**config.mk**
```make
export PLATFORM = sky130hd
export DESIGN_NAME = balu_core
export DESIGN_NICKNAME = d
export VERILOG_FILES = /design/src/balu_pkg.sv /design/src/balu_core.sv
export SDC_FILE = /design/constraint.sdc
export NUM_CORES = 1
export LEC_CHECK = 0
export BUFFER_PORTS_ARGS = -buffer_cell sky130_fd_sc_hd__buf_4
export CAP_MARGIN = 10
export CORE_UTILIZATION = 45
export CTS_CLUSTER_DIAMETER = 100
export DETAILED_ROUTE_END_ITERATION = 6
export GPL_TIMING_DRIVEN = 1
export PLACE_DENSITY = 0.73
export REMOVE_ABC_BUFFERS = 1
export SLEW_MARGIN = 0
export SYNTH_ARGS = -nofsm -noshare
export SYNTH_HDL_FRONTEND = slang
export SYNTH_SLANG_ARGS = --single-unit
export TNS_END_PERCENT = 100
```
**constraint.sdc**
```tcl
create_clock -name sys_clk -period 7.3 [get_ports sys_clk]
set_input_delay 0 -clock sys_clk [delete_from_list [all_inputs] [get_ports sys_clk]]
set_output_delay 0 -clock sys_clk [all_outputs]
set_load 0.005 [all_outputs]
```
**src/balu_pkg.sv**
```systemverilog
// Package for the byte ALU datapath: opcodes, status bit positions, register map.
// Assumes a single core clock; no other package is needed.
package balu_pkg;

    // Operation select
    typedef enum logic [2:0] {
        BALU_OP_NONE,
        BALU_OP_SUB_WORKING_FROM_FILE,
        BALU_OP_SUB_WORKING_FROM_LITERAL,
        BALU_OP_XOR_LITERAL_WORKING,
        BALU_OP_XOR_WORKING_FILE,
        BALU_OP_SWAP_FILE_NIBBLES
    } balu_op_e;

    // Destination select values
    localparam logic BALU_DEST_WORKING = 1'b0;
    localparam logic BALU_DEST_FILE = 1'b1;

    // Status register bit positions
    localparam int BALU_STAT_CARRY = 0;
    localparam int BALU_STAT_DIGIT_CARRY = 1;
    localparam int BALU_STAT_ZERO = 2;

    // Register map (word index on the plain register port)
    localparam logic [1:0] BALU_REG_WORKING = 2'h0;
    localparam logic [1:0] BALU_REG_STATUS = 2'h1;
    localparam logic [1:0] BALU_REG_LAST_RESULT = 2'h2;

    // Reset values
    localparam logic [7:0] BALU_WORKING_RST = 8'h00;
    localparam logic [2:0] BALU_STATUS_RST = 3'h0;

    // Instruction request bundle
    typedef struct packed {
        balu_op_e op;
        logic dest;
        logic [7:0] literal;
        logic [7:0] file_value;
    } balu_req_s;

    // File write-back bundle
    typedef struct packed {
        logic wr;
        logic [7:0] data;
    } balu_file_wb_s;

endpackage : balu_pkg

```
**src/balu_core.sv**
```systemverilog
// Byte ALU datapath: subtract, exclusive-OR and nibble swap with carry, digit carry, zero.
// Assumes the core supplies the file operand and performs file write-back.
//
// Contract
// - Register subtract: file minus working; dest 0 to working, 1 to file.
// - Register subtract updates carry, digit carry and zero only.
// - Digit carry is 0 when working low nibble exceeds operand's, else 1.
// - Literal XOR with working into working, zero flag only.
// - Nibble swap of file, dest select, no flag changes.
// - Register XOR with working, dest select, zero flag only.
// - Literal minus working into working, carry, digit carry and zero as subtract.
//
// Local design decisions: the address map and the address-and-strobe port.
`timescale 1ns/1ps
module balu_core (
    // Clock and reset
    input wire logic sys_clk,
    input wire logic rstn,
    // Instruction request, one cycle per valid pulse
    input wire logic req_valid,
    input wire balu_pkg::balu_req_s req,
    // File register write-back
    output balu_pkg::balu_file_wb_s file_wb,
    // Register port
    input wire logic [1:0] reg_addr,
    input wire logic [7:0] reg_wdata,
    input wire logic reg_wr,
    input wire logic reg_rd,
    output logic [7:0] reg_rdata,
    // Live state
    output logic [7:0] working,
    output logic [2:0] status
);

    ////////////////////////////////////////////////////////////////////////////
    // Subtraction with inverted-borrow flags, shared by both subtract forms
    function automatic logic [9:0] balu_sub(input logic [7:0] minuend,
                                           input logic [7:0] subtrahend);
        logic [8:0] full;
        logic [4:0] low;
        full = {1'b0, minuend} - {1'b0, subtrahend};
        low = {1'b0, minuend[3:0]} - {1'b0, subtrahend[3:0]};
        // Result, carry, digit carry; a borrow out clears the flag
        balu_sub = {full[7:0], ~full[8], ~low[4]};
    endfunction : balu_sub

    ////////////////////////////////////////////////////////////////////////////
    logic [7:0] last_result;
    logic [7:0] next_working;
    logic [2:0] next_status;
    logic [7:0] next_last_result;
    balu_pkg::balu_file_wb_s next_file_wb;
    logic [7:0] next_reg_rdata;
    logic [7:0] result;
    logic [9:0] sub_out;
    logic to_file;

    always_comb
    begin
        next_working = working;
        next_status = status;
        next_last_result = last_result;
        next_file_wb = '0;
        result = 8'h00;
        sub_out = 10'h000;
        to_file = 1'b0;
        // Software writes take effect first; an instruction in the same cycle overrides only the working value or flags it writes
        if (reg_wr && reg_addr == balu_pkg::BALU_REG_WORKING)
        begin
            next_working = reg_wdata;
        end
        if (reg_wr && reg_addr == balu_pkg::BALU_REG_STATUS)
        begin
            next_status = reg_wdata[2:0];
        end
        if (req_valid)
        begin
            case (req.op)
                balu_pkg::BALU_OP_SUB_WORKING_FROM_FILE:
                begin
                    sub_out = balu_sub(req.file_value, working);
                    result = sub_out[9:2];
                    to_file = (req.dest == balu_pkg::BALU_DEST_FILE);
                    next_status[balu_pkg::BALU_STAT_CARRY] = sub_out[1];
                    next_status[balu_pkg::BALU_STAT_DIGIT_CARRY] = sub_out[0];
                    next_status[balu_pkg::BALU_STAT_ZERO] = (result == 8'h00);
                end
                balu_pkg::BALU_OP_SUB_WORKING_FROM_LITERAL:
                begin
                    sub_out = balu_sub(req.literal, working);
                    result = sub_out[9:2];
                    next_status[balu_pkg::BALU_STAT_CARRY] = sub_out[1];
                    next_status[balu_pkg::BALU_STAT_DIGIT_CARRY] = sub_out[0];
                    next_status[balu_pkg::BALU_STAT_ZERO] = (result == 8'h00);
                end
                balu_pkg::BALU_OP_XOR_LITERAL_WORKING:
                begin
                    result = working ^ req.literal;
                    next_status[balu_pkg::BALU_STAT_ZERO] = (result == 8'h00);
                end
                balu_pkg::BALU_OP_XOR_WORKING_FILE:
                begin
                    result = working ^ req.file_value;
                    to_file = (req.dest == balu_pkg::BALU_DEST_FILE);
                    next_status[balu_pkg::BALU_STAT_ZERO] = (result == 8'h00);
                end
                balu_pkg::BALU_OP_SWAP_FILE_NIBBLES:
                begin
                    result = {req.file_value[3:0], req.file_value[7:4]};
                    to_file = (req.dest == balu_pkg::BALU_DEST_FILE);
                end
                default:
                begin
                    result = last_result;
                end
            endcase
            if (req.op != balu_pkg::BALU_OP_NONE)
            begin
                next_last_result = result;
                if (to_file)
                begin
                    next_file_wb.wr = 1'b1;
                    next_file_wb.data = result;
                end
                else
                begin
                    next_working = result;
                end
            end
        end
    end

    always_comb
    begin
        next_reg_rdata = 8'h00;
        if (reg_rd)
        begin
            case (reg_addr)
                balu_pkg::BALU_REG_WORKING: next_reg_rdata = working;
                balu_pkg::BALU_REG_STATUS: next_reg_rdata = {5'h00, status};
                balu_pkg::BALU_REG_LAST_RESULT: next_reg_rdata = last_result;
                default: next_reg_rdata = 8'h00;
            endcase
        end
    end

    always_ff @(posedge sys_clk or negedge rstn)
    begin
        if (!rstn)
        begin
            working <= balu_pkg::BALU_WORKING_RST;
            status <= balu_pkg::BALU_STATUS_RST;
            last_result <= 8'h00;
            file_wb <= '0;
            reg_rdata <= 8'h00;
        end
        else
        begin
            working <= next_working;
            status <= next_status;
            last_result <= next_last_result;
            file_wb <= next_file_wb;
            reg_rdata <= next_reg_rdata;
        end
    end

    ////////////////////////////////////////////////////////////////////////////
    // Checks
    logic op_ok;
    assign op_ok = req_valid && !reg_wr;

    property p_sub_file_value;
        @(posedge sys_clk) disable iff (!rstn)
        op_ok && req.op == balu_pkg::BALU_OP_SUB_WORKING_FROM_FILE
        |=> ($past(req.dest) ? file_wb.data : working)
            == 8'($past(req.file_value) - $past(working));
    endproperty
    a_sub_file_value: assert property (p_sub_file_value) else $error("sub file result wrong");

    property p_sub_file_dest;
        @(posedge sys_clk) disable iff (!rstn)
        req_valid && req.op == balu_pkg::BALU_OP_SUB_WORKING_FROM_FILE
        |=> file_wb.wr == $past(req.dest);
    endproperty
    a_sub_file_dest: assert property (p_sub_file_dest) else $error("sub dest wrong");

    property p_sub_carry;
        @(posedge sys_clk) disable iff (!rstn)
        req_valid && req.op == balu_pkg::BALU_OP_SUB_WORKING_FROM_FILE
        |=> status[balu_pkg::BALU_STAT_CARRY] == ($past(working) <= $past(req.file_value));
    endproperty
    a_sub_carry: assert property (p_sub_carry) else $error("sub carry wrong");

    property p_sub_digit_carry;
        @(posedge sys_clk) disable iff (!rstn)
        req_valid && req.op == balu_pkg::BALU_OP_SUB_WORKING_FROM_FILE
        |=> status[balu_pkg::BALU_STAT_DIGIT_CARRY]
            == ($past(working[3:0]) <= $past(req.file_value[3:0]));
    endproperty
    a_sub_digit_carry: assert property (p_sub_digit_carry) else $error("sub digit carry wrong");

    property p_xorl;
        @(posedge sys_clk) disable iff (!rstn)
        op_ok && req.op == balu_pkg::BALU_OP_XOR_LITERAL_WORKING
        |=> working == ($past(working) ^ $past(req.literal))
            && status[1:0] == $past(status[1:0]) && !file_wb.wr;
    endproperty
    a_xorl: assert property (p_xorl) else $error("literal xor wrong");

    property p_swap;
        @(posedge sys_clk) disable iff (!rstn)
        op_ok && req.op == balu_pkg::BALU_OP_SWAP_FILE_NIBBLES
        |=> status == $past(status) && last_result[7:4] == $past(req.file_value[3:0])
            && last_result[3:0] == $past(req.file_value[7:4]);
    endproperty
    a_swap: assert property (p_swap) else $error("swap wrong");

    property p_xorf;
        @(posedge sys_clk) disable iff (!rstn)
        op_ok && req.op == balu_pkg::BALU_OP_XOR_WORKING_FILE
        |=> last_result == ($past(working) ^ $past(req.file_value))
            && file_wb.wr == $past(req.dest) && status[1:0] == $past(status[1:0]);
    endproperty
    a_xorf: assert property (p_xorf) else $error("file xor wrong");

    property p_subl;
        @(posedge sys_clk) disable iff (!rstn)
        op_ok && req.op == balu_pkg::BALU_OP_SUB_WORKING_FROM_LITERAL
        |=> working == 8'($past(req.literal) - $past(working))
            && status[balu_pkg::BALU_STAT_CARRY] == ($past(working) <= $past(req.literal));
    endproperty
    a_subl: assert property (p_subl) else $error("literal sub wrong");

    property p_zero;
        @(posedge sys_clk) disable iff (!rstn)
        op_ok && req.op != balu_pkg::BALU_OP_SWAP_FILE_NIBBLES
            && req.op != balu_pkg::BALU_OP_NONE
        |=> status[balu_pkg::BALU_STAT_ZERO] == (last_result == 8'h00);
    endproperty
    a_zero: assert property (p_zero) else $error("zero flag wrong");

endmodule : balu_core

```
# Yosys cells after proc, flatten, opt, wreduce, memory -nomap -nowiden
# Index checks and enable logic that the tools add are counted.
# word_totals
register_bits	36
inputBits	35
output_inout_bits	28
# classes
add_sub_neg	4
n_eq_ne	7
mux	16
bitwise_logic	6
n_reduce_logical	10
# ops
operator	count
8-bit two-way mux	5
8-bit case mux with 5 select lines	1
8-bit logical NOT	4
9-bit two-way mux	3
8-bit case mux with 3 select lines	1
8-bit by 8-bit subtractor with 9-bit output	2
8-bit bitwise XOR	2
4-bit by 4-bit subtractor with 5-bit output	2
3-bit by 2-bit equality test with 1-bit output (second input constant)	2
3-bit equality test (second input constant)	2
3-bit two-way mux	2
1-bit inverter	4
1-bit case mux with 4 select lines	1
2-bit case mux with 2 select lines	1
3-bit by 1-bit equality test with 1-bit output (second input constant)	1
3-bit nonzero test	1
3-bit OR reduction	1
2-bit by 1-bit equality test with 1-bit output (second input constant)	1
2-bit equality test (second input constant)	1
1-bit logical AND	2
2-bit logical NOT	1
1-bit two-way mux	2
2-bit AND reduction	1

# Depth between registers and ports, before layout
# Gate-level depths: netlist of run 1.
# depth
word_depth	7
mapped_depth	9
depth_no_buf	9

# Least setup slack after synthesis of run 1
# OpenSTA, ideal clock, no wires.
# synth_path
path_type	register -> register
startpoint	register working[0]
endpoint	register working[6]
setup_ns	0.143
arrival_time_ns	2.256
required_ns	7.157
setup_slack_ns	4.901
path_stages_with_launch	9
n_path_buf	0
path_cell_list	dfrtp_1 > ha_1 > fa_1 > and2b_1 > o21ai_2 > a21oi_2 > mux2_2 > o31ai_2 > a22oi_1
# synth_via
elab_chain_len	5
# synth_rtl
item	line_no	rtl
start: declaration	balu_core.sv:31	output logic [7:0] working,
start signal: assignment	balu_core.sv:151	working <= balu_pkg::BALU_WORKING_RST;
start signal: assignment	balu_core.sv:159	working <= next_working;
8-bit by 8-bit subtractor with 9-bit output	balu_core.sv:41	full = {1'b0, minuend} - {1'b0, subtrahend};
8-bit case mux with 5 select lines *	balu_core.sv:78	case (req.op)
8-bit two-way mux *	balu_core.sv:120	if (to_file)
8-bit two-way mux *	balu_core.sv:117	if (req.op != balu_pkg::BALU_OP_NONE)
8-bit two-way mux *	balu_core.sv:76	if (req_valid)
named net next_working[6]	balu_core.sv:49	logic [7:0] next_working;
# The timed path passes the listed nets; every way through them passes the cells marked *.
# A chain may end at the register's enable or synchronous reset.

# Worst setup path after layout of run 1
# Same ends and word-level chain as after synthesis.

==> results of run 1 <==
## layout by cell type (no fill, tap or decap), types with 4 or more instances in the layout
cell / count
xnor2_1: 4
nand2b_1: 6
nand3_1: 5
buf_4: 62
nor2_1: 39
o21ai_0: 32
mux2i_1: 14
nor2b_1: 10
nor3_1: 10
o211ai_1: 6
a21oi_1: 26
dfrtp_1: 36
clkbuf_8: 5
mux2_2: 4
and2_1: 9
nand2_1: 22
inv_1: 20
o22ai_1: 4
o2111ai_1: 4
ha_1: 18
## routing by layer
layer  vias up  routed length (um)  GRT usage
met1      1408                4280      0.382
met2       142                4170      0.422
met5         -                   0          0
met3        18                 712     0.0593
met4         0                 224     0.0846
li1       1438                   -          -
## report_power, final
part / internal, W / total (W) / switching, W
Clock: 0.0000649 / 0.000134 / 0.0000695
Sequential: 0.000234 / 0.000265 / 0.0000314
Combinational: 0.000213 / 0.000507 / 0.000294
## state kept, by name, summed over array words and instances (netlist names)
name	cells
status	3
last_result	8
file_wb	9
reg_rdata	8
working	8
## worst max-delay path: stages, from the launching register on
cell and delay (ns):
dfrtp_1 0.47, ha_1 0.24, fa_1 0.42, and2b_1 0.23
o21ai_2 0.07, a21oi_2 0.27, mux2_2 0.38, o31ai_2 0.34
a22oi_1 0.14
## how the worst min path moves through the flow
stage | from | endpoint | slack [ns] | depth (start not counted)
2_1_floorplan | rstn | file_wb[0]$_DFF_PN0_ | -0.30 | 0
3_5_place_dp | rstn | reg_rdata[4]$_DFF_PN0_ | -0.02 | 1
3_3_place_gp | rstn | file_wb[0]$_DFF_PN0_ | -0.02 | 1
5_1_grt | req_valid | last_result[7]$_DFFE_PN0P_ | 0.02 | 2
6_report | req_valid | last_result[7]$_DFFE_PN0P_ | 0.02 | 2
4_1_cts | req_valid | last_result[7]$_DFFE_PN0P_ | 0.01 | 2
## metrics by stage
| stage | instances | util | hold slack [ns] | cell area, um^2 |
|---|---|---|---|---|
| after floorplan | 346 | - | -0.296 | 2940 |
| after global placement | 485 | 0.546 | -0.0237 | 3510 |
| after detailed placement | 485 | 0.546 | -0.0214 | 3510 |
| after CTS | 494 | 0.561 | 0.0108 | 3600 |
| after global routing | 494 | 0.561 | 0.0202 | 3600 |
| final | 494 | 0.561 | 0.0151 | 3600 |
## timing repair
action                                 in CTS  in global routing
gates resized for setup                     0                  0
endpoints found under the hold margin      39                  0
hold buffers                                2                  0
setup buffers                               0                  0
## cell type report
class / count / area (um^2) / area share
multi-input cells: 289 / 1960 / 0.545
well taps: 77 / 96.3 / 0.0267
clock inverters: 1 / 5.00 / 0.00139
repair buffers: 64 / 485 / 0.135
inverters: 21 / 78.8 / 0.0219
flip-flops and latches: 36 / 901 / 0.250
clock buffers: 6 / 72.6 / 0.0201
## cells by family after synthesis
| family | Yosys count | share of synthesized area |
|---|---|---|
| compound gates | 118 | 0.264 |
| flops | 36 | 0.298 |
| simple gates | 127 | 0.218 |
| mux | 18 | 0.0613 |
| xor+xnor | 6 | 0.0174 |
| buf+inv | 38 | 0.0530 |
| fa+ha+maj | 20 | 0.0878 |
==> results.md, run 1 <==
- Worst R2R Setup Slack: 4.61 ns
- Crit path to: working[6]$_DFF_PN0_
- Setup Viol. Count Final: 0
- Clk_lat worst skew: 0.29 ns
- Outcome: complete, but fails checks
- Fin nets: 472
- Fraction of layout cells with a size suffix above 1: 0.211
- Post-DP HPWL: 7240 um
- Vias: 3006
- Drt total wl: 9390 um
- Yosys warning count: 0
- Worst hold-check path type: primary input to register
- Synth area leader: dfrtp_1
- Crit path arrival time: 2.83 ns
- Dpl ws: 4.64 ns
- Slew margin rel.: 0.321
- Yosys top cell area share: 0.298
- Vias per cell: 6.09
- Clk slew on worst S/H paths: 0.07 ns
- Max clock buf depth: 2
- IO Count: 63
- Unrepaired setup endpoints after global routing: no
- FF+latch count, synth: 36
- Initial Util: 0.470
- Post-synth top cells: 39 x nor2_1, 36 x dfrtp_1, 32 x o21ai_0
- Area delta synth->final: 19.3%
- Count leader, synth: nor2_1
- EDFF count, synth: 0
- PD cells: 252 nW/um^2
- Vias in the first global route: 2894
- Sink count of the clock tree: 36
- Iter 0 DRT Violations: 229
- Clock skew: 0.00438 ns
- CP endpoint kind: register
- Routed len/inst: 19.0 um
- Worst reg-to-reg path cell count: 8
- CTS tree: yes
- WS Path Type: register to register
- PnR Total Power: 0.000907 W
- Final WS setup: 4.61 ns
- Post-synthesis area per instance: 8.32 um^2
- Ant diodes: 0
- Drt first pass iters: 7
- Final min period: 2.69 ns
- Routed Antenna Nets: 0
- Failing checks: design-rule violations
- Fraction of registers with async set/reset: 1.00
- Total track usage: 0.274
- MaxCap Viol Count: 0
- Die width: 83.9 um
- # fillers: 604
- Final-report hold violation count: 0
- Final critical-path share of the clock period: 0.368
- P_leak: 1.66 nW
- Max H-tree Level: 2
- Final GP Congestion: 0.946
- Core Region: 6420 um^2
- Global-route wire length before repair: 14900 um
- Synth Flop Type: dfrtp_1
- Peak VDD IR: 122 uV
- Fmax: 0.372 GHz
- Die Y: 83.9 um
- Die area: 7040 um^2
- Reg2reg start: working[0]$_DFF_PN0_
- Startpoint type of the worst setup path: register
- Post-Synthesis Cell Area: 3020 um^2
- Synth area leaders: dfrtp_1 30%, ha_1 7.5%, o21ai_0 5.3%
- Max-slew violations: 0
- TritonCTS Buffers: 5
- CTS Root Cell: clkbuf_8
- Grt ovf: 0
- Maximum number of pins on one net before global-route repair: 37
- Crit. Startpoint: working[0]$_DFF_PN0_
- CP Data Required Time: 7.44 ns
- Row cnt: 29
- PortBufs: 62
- Sequential area share after synthesis: 0.298
- Crit-path max FO: 7
- Residual DRC: 6
- Slew @ Worst Pin: 1.01 ns
- Synth Instances: 363
- Worst reg2reg path endpoint: working[6]$_DFF_PN0_
- Antenna violations before repair: 0
- Setup TNS: 0 ns
- Yosys cell types: 68
Power figures use the tool's default switching activity.
==> run 2, diff against run 1 <==
--- a/config.mk
+++ b/config.mk
@@ -11,7 +11,7 @@
 export CTS_CLUSTER_DIAMETER = 100
 export DETAILED_ROUTE_END_ITERATION = 6
 export GPL_TIMING_DRIVEN = 1
-export PLACE_DENSITY = 0.73
+export PLACE_DENSITY = 0.75
 export REMOVE_ABC_BUFFERS = 1
 export SLEW_MARGIN = 0
 export SYNTH_ARGS = -nofsm -noshare
==> constraint.sdc (replaced) <==
create_clock -name sys_clk -period 2.4 [get_ports sys_clk]
set_input_delay 0 -clock sys_clk [delete_from_list [all_inputs] [get_ports sys_clk]]
set_output_delay 0 -clock sys_clk [all_outputs]
set_load 0.005 [all_outputs]
==> results.md, run 2 (synthesis gave the netlist of run 1 again) <==
- Fraction of layout cells with a size suffix above 1: 0.278 (+0.0669)
- Vias: 3121 (+3.8%)
- Biggest register: file_wb
- Die width: 83.9 um (unchanged)
- Residual DRC: 6 (unchanged)
- Commonest non-fill, non-tap cell in the layout: buf_4
- Slew margin rel.: 0.439 (+0.117)
- Failing checks: design-rule violations
- Row cnt: 29 (unchanged)
- Startpoint type of the worst setup path: register
- Peak VDD IR: 413 uV (+240%)
- Area delta synth->final: 28.6%
- Final GP Congestion: 1.01 (+6.4%)
- CP endpoint kind: register
- IO Count: 63 (unchanged)
- Post-DP HPWL: 7790 um (+7.5%)
- Sink count of the clock tree: 36 (unchanged)
- Vias per cell: 6.05 (-0.60%)
- Area of the multi-input gates: 2070 um^2 (+5.3%)
- Dpl ws: -0.0196 ns (-4.66 ns)
- Ant diodes: 0 (unchanged)
- Routed len/inst: 19.1 um (+0.42%)
- Sw frac: 0.423 (-0.0119)
- Dpl cells: 502 (+3.5%)
- CP Data Required Time: 2.61 ns (-4.83 ns)
- Final critical-path share of the clock period: 0.981 (+0.613)
- Crit path arrival time: 2.57 ns (-0.26 ns)
- Antenna violations before repair: 0 (unchanged)
- Internal power: 0.00176 W (+240%)
- PnR Total Power: 0.00306 W (+240%)
- Hold depth: 2 (unchanged)
- Clk_lat worst skew: 0.28 ns (about the same)
- Maximum number of pins on one net before global-route repair: 37 (unchanged)
- Fin nets: 493 (+4.4%)
- CTS tree: yes
- Max H-tree Level: 2 (unchanged)
- CTS Root Cell: clkbuf_8
- Vias in the first global route: 3098 (+7.0%)
- Die Y: 83.9 um (unchanged)
- Most frequent cells in the layout: 81 x buf_4, 39 x nor2_1, 36 x dfrtp_1
- Clk slew on worst S/H paths: 0.07 ns (about the same)
- Die area: 7040 um^2 (unchanged)
- Routed Antenna Nets: 0 (unchanged)
- Worst reg2reg path endpoint: status[2]$_DFF_PN0_
- Worst hold-check path type: primary input to register
- Worst R2R Setup Slack: 0.05 ns (-4.57 ns)
- Grt ovf: 0 (unchanged)
- Fmax: 0.425 GHz (+14%)
- Final min period: 2.35 ns (-0.331 ns)
- Reg2reg start: working[0]$_DFF_PN0_
- FF+latch area: 901 um^2 (unchanged)
- NetSw: 0.00129 W (+230%)
- Drt first pass iters: 7 (unchanged)
- Global-route wire length before repair: 15900 um (+6.2%)
- Final-report hold violation count: 0 (unchanged)
- Outcome: complete, but fails checks
- WS Path Type: register to register
- PortBufs: 62 (unchanged)
- Clock skew: 0.00431 ns (-0.0000733 ns)
- # fillers: 593 (-1.8%)
- MaxCap Viol Count: 0 (unchanged)
- Clock share of power: 0.146 (-0.002)
- Total track usage: 0.289 (+0.0157)
- Initial Util: 0.470 (unchanged)
- Final WS setup: 0.0459 ns (-4.57 ns)
- Drt total wl: 9840 um (+4.9%)
- Gate power share: 0.591 (+0.032)
- Hold Startpoint: req_valid
- Max clock buf depth: 2 (unchanged)
- Slew @ Worst Pin: 0.841 ns (-0.172 ns)
- Seq pwr share: 0.263 (-0.030)
- Max-slew violations: 0 (unchanged)
- Iter 0 DRT Violations: 225 (-1.7%)
- Hold Crit Endpoint: last_result[7]$_DFFE_PN0P_
- TritonCTS Buffers: 5 (unchanged)
- Core Region: 6420 um^2 (unchanged)
- P_leak: 1.78 nW (+6.8%)
- Setup Viol. Count Final: 0 (unchanged)
- Max reg flops: 9 (unchanged)
- Worst reg-to-reg path cell count: 9 (+1)
- PD cells: 787 nW/um^2 (+210%)
- Crit-path max FO: 4 (-3)
- Post-route insts no fill: 516 (+4.5%)
## run 2: cell count changes in the layout (fill, tap and decap cells not counted), moves of 2 or more
| cell | change |
|---|---|
| inv_1 | -2 |
| buf_4 | +19 |
| fa_2 | +2 |
| fa_1 | -2 |
| ha_4 | +2 |
| inv_2 | +2 |
| ha_1 | -5 |
| ha_2 | +3 |
## run 2: cell type report
cell class,count,share of cell area
clock buffer,8,0.0232
inverter,21,0.0203
multi-input combinational,289,0.533
sequential,36,0.232
tap,77,0.0248
timing repair buffer,85,0.167
## run 2: how the worst max path moves through the flow
| stage | cells after the start | end | startpoint |
|---|---|---|---|
| 2_1_floorplan | 8 | working[6]$_DFF_PN0_ | working[0]$_DFF_PN0_ |
| 3_3_place_gp | 8 | working[6]$_DFF_PN0_ | working[0]$_DFF_PN0_ |
| 3_5_place_dp | 8 | working[6]$_DFF_PN0_ | working[0]$_DFF_PN0_ |
| 4_1_cts | 8 | working[6]$_DFF_PN0_ | working[0]$_DFF_PN0_ |
| 5_1_grt | 9 | working[6]$_DFF_PN0_ | working[0]$_DFF_PN0_ |
| 6_report | 9 | status[2]$_DFF_PN0_ | working[0]$_DFF_PN0_ |
## run 2: through the flow
step	setup TNS, ns	area [um^2]	util	hold slack, ns
2_1_floorplan	0	2940	-	-0.296
3_3_place_gp	0	3630	0.565	-0.0201
3_5_place_dp	-0.0328	3630	0.565	-0.0192
4_1_cts	0	3760	0.586	0.00911
5_1_grt	-0.0159	3880	0.605	0.0225
6_report	0	3880	0.605	0.0185
## run 2: per-layer routing
layer,GRT usage,part of all wire
met3,0.0376,0.056
met5,0,0
met1,0.387,0.43
met4,0.102,0.029
met2,0.479,0.48
## run 2: power by group through the flow
stage | combinational (W) | sequential, W | clock [W]
2_1_floorplan | 0.000987 | 0.000802 | 0
3_3_place_gp | 0.00161 | 0.000810 | 0
3_5_place_dp | 0.00164 | 0.000812 | 0
4_1_cts | 0.00166 | 0.000801 | 0.000448
5_1_grt | 0.00196 | 0.000819 | 0.000474
6_report | 0.00181 | 0.000804 | 0.000447
## run 2: repair_timing
item / CTS / global route
setup buffers: 0 / 3
endpoints found under the hold margin: 40 / 0
hold buffers: 3 / 0
resized for setup: 2 / 21
gates cloned: 0 / 0
endpoints found under the setup margin: 2 / 13
pin swaps: 0 / 9
## run 2: worst max-delay path: stages (launching register included)
cell and delay [ns]:
dfrtp_1 0.39, ha_1 0.20, fa_2 0.36, and2b_1 0.22
o21ai_2 0.09, a21oi_2 0.18, buf_4 0.15, nor2_1 0.05
or4b_1 0.50, o21ai_1 0.14
